--- src/hw/asom_consts.vh ---
`ifndef ASOM_CONSTS_VH
`define ASOM_CONSTS_VH

// Register byte addresses
`define ASOM_ADDR_CTRL 8'h00
`define ASOM_ADDR_LINE 8'h04
`define ASOM_ADDR_EXPO 8'h08
`define ASOM_ADDR_DBNC 8'h0c
`define ASOM_ADDR_STDL 8'h10
`define ASOM_ADDR_TXDL 8'h14
`define ASOM_ADDR_GEOM 8'h18
`define ASOM_ADDR_ROUT 8'h1c
`define ASOM_ADDR_STAT 8'h20

// Control fields
`define ASOM_CTRL_ARM 0
`define ASOM_CTRL_DBEN 1

// Line fields
`define ASOM_LINE_DIR 0
`define ASOM_LINE_SRC1 4
`define ASOM_LINE_SRCS 8

// Line source codes
`define ASOM_SRC_LOW 2'h0
`define ASOM_SRC_EXPO 2'h1
`define ASOM_SRC_FRAME 2'h2

// Geometry fields
`define ASOM_GEOM_H_LSB 0
`define ASOM_GEOM_TAP_LSB 16
`define ASOM_GEOM_PCLK 20

// Reset values: times in microseconds, height in lines
`define ASOM_RST_EXPO 24'h00_0064
`define ASOM_RST_STDL 16'h0011
`define ASOM_RST_TXDL 16'h0005
`define ASOM_RST_HEIGHT 16'h0400

// Time base: 1 us at 200 MHz
`define ASOM_TB_NS 1000
`define ASOM_CLK_NS 5
`define ASOM_TB_CYC (`ASOM_TB_NS / `ASOM_CLK_NS)

`endif

--- src/hw/asom_ticker.v ---
`default_nettype none

// ----------------------------------------
// One-microsecond time base pulse
// ----------------------------------------
module asom_ticker (
    // Clock and reset
    input wire clk_i,
    input wire rst_i,
    // Pulse
    output reg tick_o
);
    `include "asom_consts.vh"

    localparam integer TICK_CYC = `ASOM_TB_CYC;
    localparam [7:0] TICK_LAST = TICK_CYC[7:0] - 8'h01;
    reg [7:0] cnt_q;

    always @(posedge clk_i) begin
        if (rst_i) begin
            cnt_q <= 8'h00;
            tick_o <= 1'b0;
        end else begin
            tick_o <= (cnt_q == TICK_LAST);
            if (cnt_q == TICK_LAST) begin
                cnt_q <= 8'h00;
            end else begin
                cnt_q <= cnt_q + 8'h01;
            end
        end
    end
endmodule // asom_ticker

`default_nettype wire

--- src/hw/asom_top.v ---
// What this block does
// Exposure status selectable on either output line
// Frame cycle status selectable on either line
// Line 1 driven only when set output
// Frame cycle rises entering trigger wait
// Frame cycle falls at next exposure end
// Exposure starts fixed delay after trigger rise
// Debounce time adds to start delay
// Readout starts when exposure completes
// Transmission starts delay after readout start
// Transmission lasts exactly the readout time
// Readout time readable in microseconds
// Readout time recomputed on geometry changes
// Exposure status high during exposure only
// Output mux registered, glitch free
//
// Implementation choices: the placing of the registers and the Wishbone slave port.
`default_nettype none

module asom_top (
    // Clock and reset
    input wire clk_i,
    input wire rst_i,
    // Wishbone slave
    input wire wb_cyc_i,
    input wire wb_stb_i,
    input wire wb_we_i,
    input wire [7:0] wb_adr_i,
    input wire [3:0] wb_sel_i,
    input wire [31:0] wb_dat_i,
    output reg [31:0] wb_dat_o,
    output reg wb_ack_o,
    // Trigger input
    input wire external_frame_start_trigger_i,
    // General-purpose line 1
    input wire line1_i,
    output reg line1_o,
    output reg line1_oe_o,
    // Spare interface output
    output reg interface_spare_output_o,
    // Status
    output reg exposure_in_progress_o,
    output reg frame_period_status_o,
    output reg readout_active_o,
    output reg transmit_active_o
);
    `include "asom_consts.vh"

    // ----------------------------------------
    // States
    // ----------------------------------------
    localparam [2:0] ST_IDLE = 3'd0;
    localparam [2:0] ST_WAIT = 3'd1;
    localparam [2:0] ST_DELAY = 3'd2;
    localparam [2:0] ST_EXPO = 3'd3;
    localparam [2:0] ST_READ = 3'd4;

    // ----------------------------------------
    // Registers
    // ----------------------------------------
    reg [1:0] ctrl_q;
    reg [9:0] line_q;
    reg [23:0] expo_q;
    reg [15:0] dbnc_q;
    reg [15:0] stdl_q;
    reg [15:0] txdl_q;
    reg [20:0] geom_q;
    reg [23:0] rout_q;
    reg [20:0] geom_seen_q;
    reg [2:0] st_q;
    reg [23:0] cnt_q;
    reg [23:0] rcnt_q;
    reg [15:0] tdly_q;
    reg tx_pend_q;
    reg [23:0] tcnt_q;
    reg trig_q;
    wire tick;
    wire trig_rise;
    wire hit;
    wire wr_go;
    reg [31:0] rdata;
    wire [31:0] wmerged;

    asom_ticker u_tick (
        .clk_i(clk_i),
        .rst_i(rst_i),
        .tick_o(tick)
    );

    // Per-lane write merge
    function [31:0] merge;
        input [31:0] old;
        input [31:0] nw;
        input [3:0] sel;
        integer i;
        begin
            for (i = 0; i < 4; i = i + 1) begin
                merge[i*8 +: 8] = sel[i] ? nw[i*8 +: 8] : old[i*8 +: 8];
            end
        end
    endfunction

    // Line mux decode
    function pick;
        input [1:0] src;
        input expo;
        input frm;
        begin
            case (src)
                `ASOM_SRC_EXPO: pick = expo;
                `ASOM_SRC_FRAME: pick = frm;
                default: pick = 1'b0;
            endcase
        end
    endfunction

    // ----------------------------------------
    // Wishbone slave
    // ----------------------------------------
    assign hit = wb_cyc_i & wb_stb_i & ~wb_ack_o;
    // Write commits at the ack edge, while the master still holds it
    assign wr_go = wb_cyc_i & wb_stb_i & wb_we_i & wb_ack_o;
    assign wmerged = merge(rdata, wb_dat_i, wb_sel_i);

    always @* begin
        case (wb_adr_i)
            `ASOM_ADDR_CTRL: rdata = {30'h0000_0000, ctrl_q};
            `ASOM_ADDR_LINE: rdata = {22'h00_0000, line_q};
            `ASOM_ADDR_EXPO: rdata = {8'h00, expo_q};
            `ASOM_ADDR_DBNC: rdata = {16'h0000, dbnc_q};
            `ASOM_ADDR_STDL: rdata = {16'h0000, stdl_q};
            `ASOM_ADDR_TXDL: rdata = {16'h0000, txdl_q};
            `ASOM_ADDR_GEOM: rdata = {11'h000, geom_q};
            `ASOM_ADDR_ROUT: rdata = {8'h00, rout_q};
            `ASOM_ADDR_STAT: rdata = {26'h000_0000, line1_i, st_q, readout_active_o, transmit_active_o};
            default: rdata = 32'h0000_0000;
        endcase
    end

    always @(posedge clk_i) begin
        if (rst_i) begin
            wb_ack_o <= 1'b0;
            wb_dat_o <= 32'h0000_0000;
            ctrl_q <= 2'h0;
            line_q <= 10'h000;
            expo_q <= `ASOM_RST_EXPO;
            dbnc_q <= 16'h0000;
            stdl_q <= `ASOM_RST_STDL;
            txdl_q <= `ASOM_RST_TXDL;
            geom_q <= {1'b0, 4'h1, `ASOM_RST_HEIGHT};
        end else begin
            wb_ack_o <= hit;
            wb_dat_o <= hit ? rdata : 32'h0000_0000;
            if (wr_go) begin
                case (wb_adr_i)
                    `ASOM_ADDR_CTRL: ctrl_q <= wmerged[1:0];
                    `ASOM_ADDR_LINE: line_q <= wmerged[9:0] & 10'h331;
                    `ASOM_ADDR_EXPO: expo_q <= wmerged[23:0];
                    `ASOM_ADDR_DBNC: dbnc_q <= wmerged[15:0];
                    `ASOM_ADDR_STDL: stdl_q <= wmerged[15:0];
                    `ASOM_ADDR_TXDL: txdl_q <= wmerged[15:0];
                    `ASOM_ADDR_GEOM: geom_q <= wmerged[20:0];
                    default: ;
                endcase
            end
        end
    end

    // ----------------------------------------
    // Readout time
    // ----------------------------------------
    // Per-line cost: 16 us / taps, halved at fast pixel clock
    wire [3:0] taps = (geom_q[19:16] == 4'h0) ? 4'h1 : geom_q[19:16];
    wire [4:0] per_line = 5'd16 / {1'b0, taps} >> geom_q[`ASOM_GEOM_PCLK];
    wire [4:0] per_line_nz = (per_line == 5'd0) ? 5'd1 : per_line;

    always @(posedge clk_i) begin
        if (rst_i) begin
            rout_q <= 24'h00_0000;
            geom_seen_q <= 21'h00_0000;
        end else if (geom_q != geom_seen_q || rout_q == 24'h00_0000) begin
            geom_seen_q <= geom_q;
            rout_q <= geom_q[15:0] * {19'h0, per_line_nz};
        end
    end

    // ----------------------------------------
    // Acquisition sequencer
    // ----------------------------------------
    assign trig_rise = external_frame_start_trigger_i & ~trig_q;

    always @(posedge clk_i) begin
        if (rst_i) begin
            st_q <= ST_IDLE;
            cnt_q <= 24'h00_0000;
            rcnt_q <= 24'h00_0000;
            trig_q <= 1'b0;
            exposure_in_progress_o <= 1'b0;
            frame_period_status_o <= 1'b0;
            readout_active_o <= 1'b0;
        end else begin
            trig_q <= external_frame_start_trigger_i;
            case (st_q)
                ST_IDLE: begin
                    if (ctrl_q[`ASOM_CTRL_ARM]) begin
                        st_q <= ST_WAIT;
                        frame_period_status_o <= 1'b1;
                    end
                end
                ST_WAIT: begin
                    if (!ctrl_q[`ASOM_CTRL_ARM]) begin
                        st_q <= ST_IDLE;
                        frame_period_status_o <= 1'b0;
                    end else if (trig_rise) begin
                        st_q <= ST_DELAY;
                        cnt_q <= {8'h00, stdl_q} + (ctrl_q[`ASOM_CTRL_DBEN] ? {8'h00, dbnc_q} : 24'h0);
                    end
                end
                ST_DELAY: begin
                    if (tick) begin
                        if (cnt_q <= 24'h00_0001) begin
                            st_q <= ST_EXPO;
                            exposure_in_progress_o <= 1'b1;
                            cnt_q <= expo_q;
                        end else begin
                            cnt_q <= cnt_q - 24'h00_0001;
                        end
                    end
                end
                ST_EXPO: begin
                    if (tick) begin
                        if (cnt_q <= 24'h00_0001) begin
                            exposure_in_progress_o <= 1'b0;
                            frame_period_status_o <= 1'b0;
                            readout_active_o <= 1'b1;
                            rcnt_q <= rout_q;
                            st_q <= ST_READ;
                        end else begin
                            cnt_q <= cnt_q - 24'h00_0001;
                        end
                    end
                end
                ST_READ: begin
                    if (tick) begin
                        if (rcnt_q <= 24'h00_0001) begin
                            readout_active_o <= 1'b0;
                            st_q <= ST_IDLE;
                        end else begin
                            rcnt_q <= rcnt_q - 24'h00_0001;
                        end
                    end
                end
                default: st_q <= ST_IDLE;
            endcase
        end
    end

    // ----------------------------------------
    // Transmission timing
    // ----------------------------------------
    always @(posedge clk_i) begin
        if (rst_i) begin
            tx_pend_q <= 1'b0;
            tdly_q <= 16'h0000;
            tcnt_q <= 24'h00_0000;
            transmit_active_o <= 1'b0;
        end else if (st_q == ST_EXPO && tick && cnt_q <= 24'h00_0001) begin
            tx_pend_q <= 1'b1;
            tdly_q <= txdl_q;
            tcnt_q <= rout_q;
        end else if (tx_pend_q && tick) begin
            if (tdly_q <= 16'h0001) begin
                tx_pend_q <= 1'b0;
                transmit_active_o <= 1'b1;
            end else begin
                tdly_q <= tdly_q - 16'h0001;
            end
        end else if (transmit_active_o && tick) begin
            if (tcnt_q <= 24'h00_0001) begin
                transmit_active_o <= 1'b0;
            end else begin
                tcnt_q <= tcnt_q - 24'h00_0001;
            end
        end
    end

    // ----------------------------------------
    // Output line mux
    // ----------------------------------------
    always @(posedge clk_i) begin
        if (rst_i) begin
            line1_o <= 1'b0;
            line1_oe_o <= 1'b0;
            interface_spare_output_o <= 1'b0;
        end else begin
            line1_oe_o <= line_q[`ASOM_LINE_DIR];
            line1_o <= line_q[`ASOM_LINE_DIR] &
                pick(line_q[5:4], exposure_in_progress_o, frame_period_status_o);
            interface_spare_output_o <= pick(line_q[9:8], exposure_in_progress_o, frame_period_status_o);
        end
    end
endmodule // asom_top

`default_nettype wire

--- config.mk ---
export PLATFORM = sky130hd
export DESIGN_NAME = asom_top
export DESIGN_NICKNAME = d
export VERILOG_FILES = /design/src/hw/asom_ticker.v /design/src/hw/asom_top.v
export VERILOG_INCLUDE_DIRS = /design/src /design/src/hw
export SDC_FILE = /design/constraint.sdc
export NUM_CORES = 1
export LEC_CHECK = 0
export BUFFER_PORTS_ARGS = -buffer_cell sky130_fd_sc_hd__buf_2
export CORE_UTILIZATION = 65
export DETAILED_ROUTE_END_ITERATION = 12
export HOLD_SLACK_MARGIN = 0.02
export PLACE_DENSITY = 0.88
export SYNTH_ARGS = -nofsm -noshare
export SYNTH_HDL_FRONTEND = slang
export SYNTH_SLANG_ARGS = --single-unit
--- constraint.sdc ---
create_clock -name clk_i -period 21.1 [get_ports clk_i]
set_input_delay 4.22 -clock clk_i [delete_from_list [all_inputs] [get_ports clk_i]]
set_output_delay 4.22 -clock clk_i [all_outputs]
set_load 0.1 [all_outputs]
==> reports/qor.yml, run 1 <==
status: "complete, no violations"
worstMarginPinSlew_ns: 1.202
worstSkewPairLatency_ns: 0.56
grt_pass1_wl_mm: 79.12
r2r_end: "rout_q[20]"
cts_buffers: 30
worstPathMaxFanout: 16
pre_cts_ws_ns: 11.79
skew_ns: 0.01331
initial_core_util_pct: 66.64
post-cts-setup-buffers: 0
grt_max_degree: 105
synth_top_cell_by_area: "dfxtp_1"
area_delta_synth_final_pct: 7.970
grt_usage_pct: 37.40
gp_congestion: 0.9473
finalMaxSlewViolations: 0
hold_depth: 1
period_share_pct: 44.78
htree_levels: 1
fin_tns_setup_ns: 0
ant_nets: 0
cts_tree: "yes"
cts_resized: 0
grt_antenna_before_repair: 1
synth_edf_count: 0
cts_root_buffer: "clkbuf_16"
synth_top_cells_by_count: "nand2_1, dfxtp_1, nor2_1"
yosys_register_bits: 276
synth_most_common_cell: "nand2_1"
crit_top_cell: "ha_1"
ys_types: 88
num_io_pins: 91
ys_seq_area_share_pct: 32.83
r2r_slack_ns: 11.65
die_area_sq_um: 26540
drt_iter0_drc: 2149
yosysTopAreaCellShare_pct: 32.83
post_drt_wl_per_cell_um: 20.17
clk_pin_slew_ns: 0.06
worstHoldStart: "u_tick.cnt_q[0]"
dr.pass1.iters: 6
crit_required_ns: 21.49
syn_inst: 2149
fp.dieH_um: 162.9
cp_slowest_cell: "a211oi_2"
rsz0062_at_grt: "no"
port_buffers: 73
worstPathArrival_ns: 9.83
clockBufferDepth: 3
period_minus_slack_ns: 9.448
p_leak_uw: 0.007490
wirelength_mm: 50.10
cts_sinks: 276
ir_worst_vdd_v: 0.00006448
hp-class: "reg -> reg"
coreArea_sq_um: 25250
cap_violations: 0
nNetsFinal: 2293
worst_slew_margin_rel_pct: 19.27
power_density_nw_per_um2: 60.86
ys_async_sr_fraction_pct: 0
ys.flop_type: "dfxtp_1"
reg2regPathDepth: 40
finalHoldViolCount: 0
layout_setup_ws_ns: 11.65
yosys_warnings: 0
setup_viol: 0
via_per_inst: 6.555
critical_path_class: "reg -> reg"
worstSetupEndpointType: "flip-flop"
synth_area_sq_um: 16830
grt-ovfl-total: 0
diodes: 0
timing.fmax_mhz: 105.8
fill_cells: 1896
min_to: "u_tick.cnt_q[0]"
max_stage_delay_ns: 0.92
r2r-start: "geom_q[19]"
avgSynthCellArea_sq_um: 7.831
synth_area_leaders: "dfxtp_1, nand2_1, a21oi_1"
drive_gt1_share_pct: 8.124
die_w_um: 162.9
rows: 58
whs_ns: 0.4470
vias: 16280
grt_pass1_vias: 15130
drc: 0
ctsHoldBuffers: 0
dpl.hpwl_mm: 35.19
crit_path_start_kind: "flip-flop"
-- layout make-up --
type,count,area [sq um],share of cell area [%]
repair buffers,88,484.2,2.665
clock buffers,44,884.6,4.868
well taps,330,412.9,2.272
clock inverters,10,135.1,0.7437
flip-flops and latches,276,5525,30.41
inverters,116,435.4,2.396
multi-input cells,1620,10290,56.65
-- power by group --
part	switching, uW	total (uW)	internal, uW	leakage, uW
clock network	220	546	326	0.000501
registers	1.12	523	522	0.00222
logic	28.7	36.6	7.81	0.00476
-- worst max-delay path: cells and delay by family, from the launching register on --
| family | cells | cell delay [ns] |
|---|---|---|
| simple gates | 16 | 2.31 |
| fa+ha+maj | 7 | 2.25 |
| flops | 1 | 0.60 |
| buf+inv | 1 | 0.04 |
| mux | 2 | 0.43 |
| compound gates | 14 | 3.62 |
-- state kept, by name, summed over array words and instances, names as in the netlist, 21 cells and up --
register	cells
tcnt_q	24
rcnt_q	24
expo_q	24
rout_q	21
geom_seen_q	21
cnt_q	24
wb_dat_o	24
geom_q	21
-- metrics by stage --
stage / utilization, % / std cells / area [sq um] / total power (uW)
after detailed placement: 67.91 / 2430 / 17150 / 569.7
final: 71.95 / 2484 / 18170 / 1106
after floorplan: - / 2156 / 16850 / 559.4
after CTS: 71.95 / 2484 / 18170 / 1104
after global placement: 67.91 / 2430 / 17150 / 569.4
after global routing: 71.95 / 2484 / 18170 / 1129
-- cells by family (layout without fill, tap and decap cells) --
group | after synthesis | after routing | share of synthesized area, %
buf+inv | 260 | 258 | 6.245
compound gates | 515 | 515 | 19.63
fa+ha+maj | 110 | 110 | 10.10
simple gates | 878 | 878 | 25.21
other cells | 1 | 8 | 0.02228
mux | 31 | 31 | 1.903
flops | 276 | 276 | 32.83
xor+xnor | 78 | 78 | 4.060
-- how the worst max path moves through the flow --
stage | start | endpoint | slack [ns]
6_report | geom_q[19] | rout_q[20] | 11.65
3_3_place_gp | geom_q[19] | rout_q[20] | 12.01
3_5_place_dp | geom_q[19] | rout_q[20] | 11.79
2_1_floorplan | geom_q[17] | rout_q[20] | 13.26
5_1_grt | geom_q[18] | rout_q[20] | 10.99
4_1_cts | geom_q[19] | rout_q[20] | 11.77
-- per-layer routing --
metal	up-vias	part of all wire, %	wire length [um]	global-route usage [%]
met5	-	0.028	14	0
met4	2	5.7	2880	18.73
met3	214	10	5212	7.563
met2	930	45	22450	59.75
met1	7659	39	19540	47.94
li1	7477	-	-	-
-- cell usage in the layout (no fill, tap or decap), types with 9 or more instances in the layout --
cell type    n
buf_2       72
a31oi_1     24
o21ai_0     86
a222oi_1    11
inv_1      115
nor3_1      62
mux2i_1     23
a21oi_1    185
nor4_1      30
xnor2_1     40
and3_1      26
nand2b_1    10
and2_1      66
a221oi_1    16
dfxtp_1    276
ha_1        67
nor2_1     221
or3_1       13
a211oi_1    31
a21o_1      13
nor2b_1     33
clkbuf_16   31
nand4_1     19
o211ai_1    18
buf_4       15
nand2_1    278
xor2_1      38
a22oi_1     44
fa_1        43
nand3_1     53
or4_1       10
o31ai_1      9
No activity file was read; power rests on OpenSTA's default activity.
==> run 2, diff against run 1 <==
ABC_AREA = 1   (was unset)
CORE_UTILIZATION = 62   (was 65)
PLACE_DENSITY = 0.85   (was 0.88)
clock period = 9.4 ns   (was 21.1 ns; I/O delays follow)
==> run 2 against run 1 <==
Synthesized cell count rose by 15%. First-iteration DRC count fell by 5.1%. Critical path depth up 14. Via count is 6.5% higher. Clock power increased by 120%. Core utilization fell by 2.7 points. Largest cell class unchanged. Largest power group unchanged. Highest routed layer is now met4.
==> reports/qor.yml, run 2 <==
clockBufferDepth: 3  # unchanged
synth_edf_count: 0  # unchanged
grt_max_degree: 137  # +30%
cap_violations: 0  # unchanged
power_density_nw_per_um2: 133.8  # +120%
post_drt_wl_per_cell_um: 18.22  # -9.7%
finish.utilization_pct: 69.24  # -2.7 points
r2r-start: "geom_q[18]"
worstPathMaxFanout: 13  # -3
reg2regPathDepth: 54  # +35%
multiInputGateArea_sq_um: 9978  # -3.1%
die_area_sq_um: 28570  # +7.7%
worstHoldStart: "u_tick.cnt_q[0]"
worstPathArrival_ns: 8.79  # -1.04 ns
hold_depth: 1  # unchanged
grt_pass1_vias: 16320  # +7.9%
layout_common_cells: "nand2_1, inv_1, dfxtp_1"
fin_tns_setup_ns: 0  # unchanged
final_cell_count_no_fill: 2902  # +17%
ys_types: 64  # -27%
grt_usage_pct: 36.83  # -0.57 points
ys_seq_area_share_pct: 31.94  # -0.89 points
fin_total_pwr_uw: 2518  # +130%
area_delta_synth_final_pct: 8.789
grt_pass1_wl_mm: 84.13  # +6.3%
dr.pass1.iters: 6  # unchanged
synth_fa_ha_area_share_pct: 9.823  # -0.27 points
gp_congestion: 0.9950  # +5.0%
wirelength_mm: 52.88  # +5.5%
crit_path_start_kind: "flip-flop"
initial_core_util_pct: 63.65  # -3.0 points
post-cts-setup-buffers: 0  # unchanged
synth_top_cells_by_count: "nand2_1, inv_1, dfxtp_1"
ctsHoldBuffers: 0  # unchanged
cts_tree: "yes"
port_buffers: 73  # unchanged
dp.cells: 2848  # +17%
layout_commonest_cell: "nand2_1"
yosys_warnings: 0  # unchanged
critical_path_class: "reg -> reg"
synth_xor_area_share_pct: 3.646  # -0.41 points
vias: 17340  # +6.5%
synth_compound_area_share_pct: 21.17  # +1.5 points
drc: 0  # unchanged
clk_pin_slew_ns: 0.06  # about the same
cp_slowest_cell: "fa_1"
fill_cells: 2303  # +21%
worstSkewPairLatency_ns: 0.56  # about the same
cts_sinks: 276  # unchanged
status: "complete, no violations"
startpoint: "geom_q[18]"
via_per_inst: 5.976  # -8.8%
ir_worst_vdd_v: 0.0001424  # +120%
yosysTopAreaCellShare_pct: 31.94  # -0.89 points
diodes: 0  # unchanged
grt-ovfl-total: 0  # unchanged
rows: 60  # +3.4%
fp.dieH_um: 169.0  # +3.8%
syn_inst: 2478  # +15%
worst_slew_margin_rel_pct: 10.64  # -8.6 points
dpl.hpwl_mm: 38.67  # +9.9%
period_share_pct: 88.27  # +43 points
ys_async_sr_fraction_pct: 0  # unchanged
synthMuxAreaShare_pct: 0  # -1.9 points
period_minus_slack_ns: 8.298  # -1.150 ns
synthSimpleGateAreaFrac_pct: 22.83  # -2.4 points
num_io_pins: 91  # unchanged
timing.fmax_mhz: 120.5  # +14%
cts_root_buffer: "clkbuf_16"
yosys_register_bits: 276  # unchanged
ant_nets: 0  # unchanged
ys.flop_type: "dfxtp_1"
htree_levels: 1  # unchanged
drt_iter0_drc: 2039  # -5.1%
rsz0062_at_grt: "no"
crit_required_ns: 9.90  # -11.59 ns
synth_most_common_cell: "nand2_1"
worstMarginPinSlew_ns: 1.326  # +0.1247 ns
min_to: "u_tick.cnt_q[0]"
synth_top_cell_by_area: "dfxtp_1"
die_w_um: 169.0  # +3.8%
p_leak_uw: 0.008746  # +17%
worstSetupEndpointType: "flip-flop"
synth_top_family_by_area: "simple AND/OR/NAND/NOR gates"
setup_viol: 0  # unchanged
cts_resized: 0  # unchanged
nNetsFinal: 2669  # +16%
finalHoldViolCount: 0  # unchanged
hp-class: "reg -> reg"
synth_area_sq_um: 17300  # +2.8%
r2r_end: "rout_q[15]"
skew_ns: 0.01263  # -0.0006808 ns
avgSynthCellArea_sq_um: 6.980  # -11%
coreArea_sq_um: 27180  # +7.6%
max_stage_delay_ns: 0.45  # -0.47 ns
crit_top_cell: "nand2_1"
drive_gt1_share_pct: 8.063  # -0.061 points
seqCellArea_sq_um: 5525  # unchanged
cts_buffers: 30  # unchanged
r2r_slack_ns: 1.10  # -10.55 ns
grt_antenna_before_repair: 0  # -1
synth_area_leaders: "dfxtp_1, nand2_1, o21ai_0"
finalMaxSlewViolations: 0  # unchanged
==> run 2: changes by cell type in the layout (fill, tap and decap cells not counted), sizes merged, moves of 34 or more <==
cell   delta
inv     +233
a21oi    +46
nor2     +44
a22oi    -44
and2     -70
nand2   +174
o21ai   +180
nor2b    -34
==> run 2: cells by family after synthesis <==
family,after synthesis
fa+ha+maj,110
compound gates,638
flops,276
other cells,1
buf+inv,456
simple gates,925
xor+xnor,72
==> run 2: cell type report <==
type | instances | share of cell area, %
Clock buffer | 44 | 4.808
Clock inverter | 10 | 0.5851
Inverter | 358 | 7.161
Multi-Input combinational cell | 1753 | 53.03
Sequential cell | 276 | 29.36
Tap cell | 372 | 2.474
Timing Repair Buffer | 89 | 2.580
==> run 2: where the power goes <==
part	switching, uW	internal [uW]	total [uW]
combinational	87.9	23.6	111
sequential	14.6	1180	1190
clock	497	717	1210
total	600	1920	2520
==> run 2: worst max path at each step <==
stage	endpoint	cells after the start
6_report	rout_q[15]	54
5_1_grt	rout_q[15]	54
4_1_cts	rout_q[15]	54
3_5_place_dp	rout_q[15]	54
3_3_place_gp	rout_q[15]	54
2_1_floorplan	rout_q[15]	54
==> run 2: through the flow <==
stage,area (sq um),worst slack [ns],hold WS (ns)
3_3_place_gp,17800,1.357,0.4307
3_5_place_dp,17800,1.251,0.4439
2_1_floorplan,17320,2.586,0.4175
6_report,18820,1.102,0.4808
4_1_cts,18820,1.177,0.4857
5_1_grt,18820,0.2337,0.5019
==> run 2: worst max-delay path: cells and delay by family, from the launching register on <==
kind | cells | cell delay (ns)
AND/OR/NAND/NOR | 28 | 3.22
AO/OA/AOI/OAI | 9 | 1.61
XOR/XNOR | 1 | 0.23
flip-flops | 1 | 0.33
adder cells (fa/ha/maj) | 7 | 2.15
buffers and inverters | 9 | 0.68
==> run 2: layer usage <==
layer	up-vias	routed length, um	GRT usage (%)
li1	8229	-	-
met1	8057	21180	47.40
met2	886	24000	60.11
met3	169	5246	6.968
met4	0	2458	16.49
met5	-	0	0
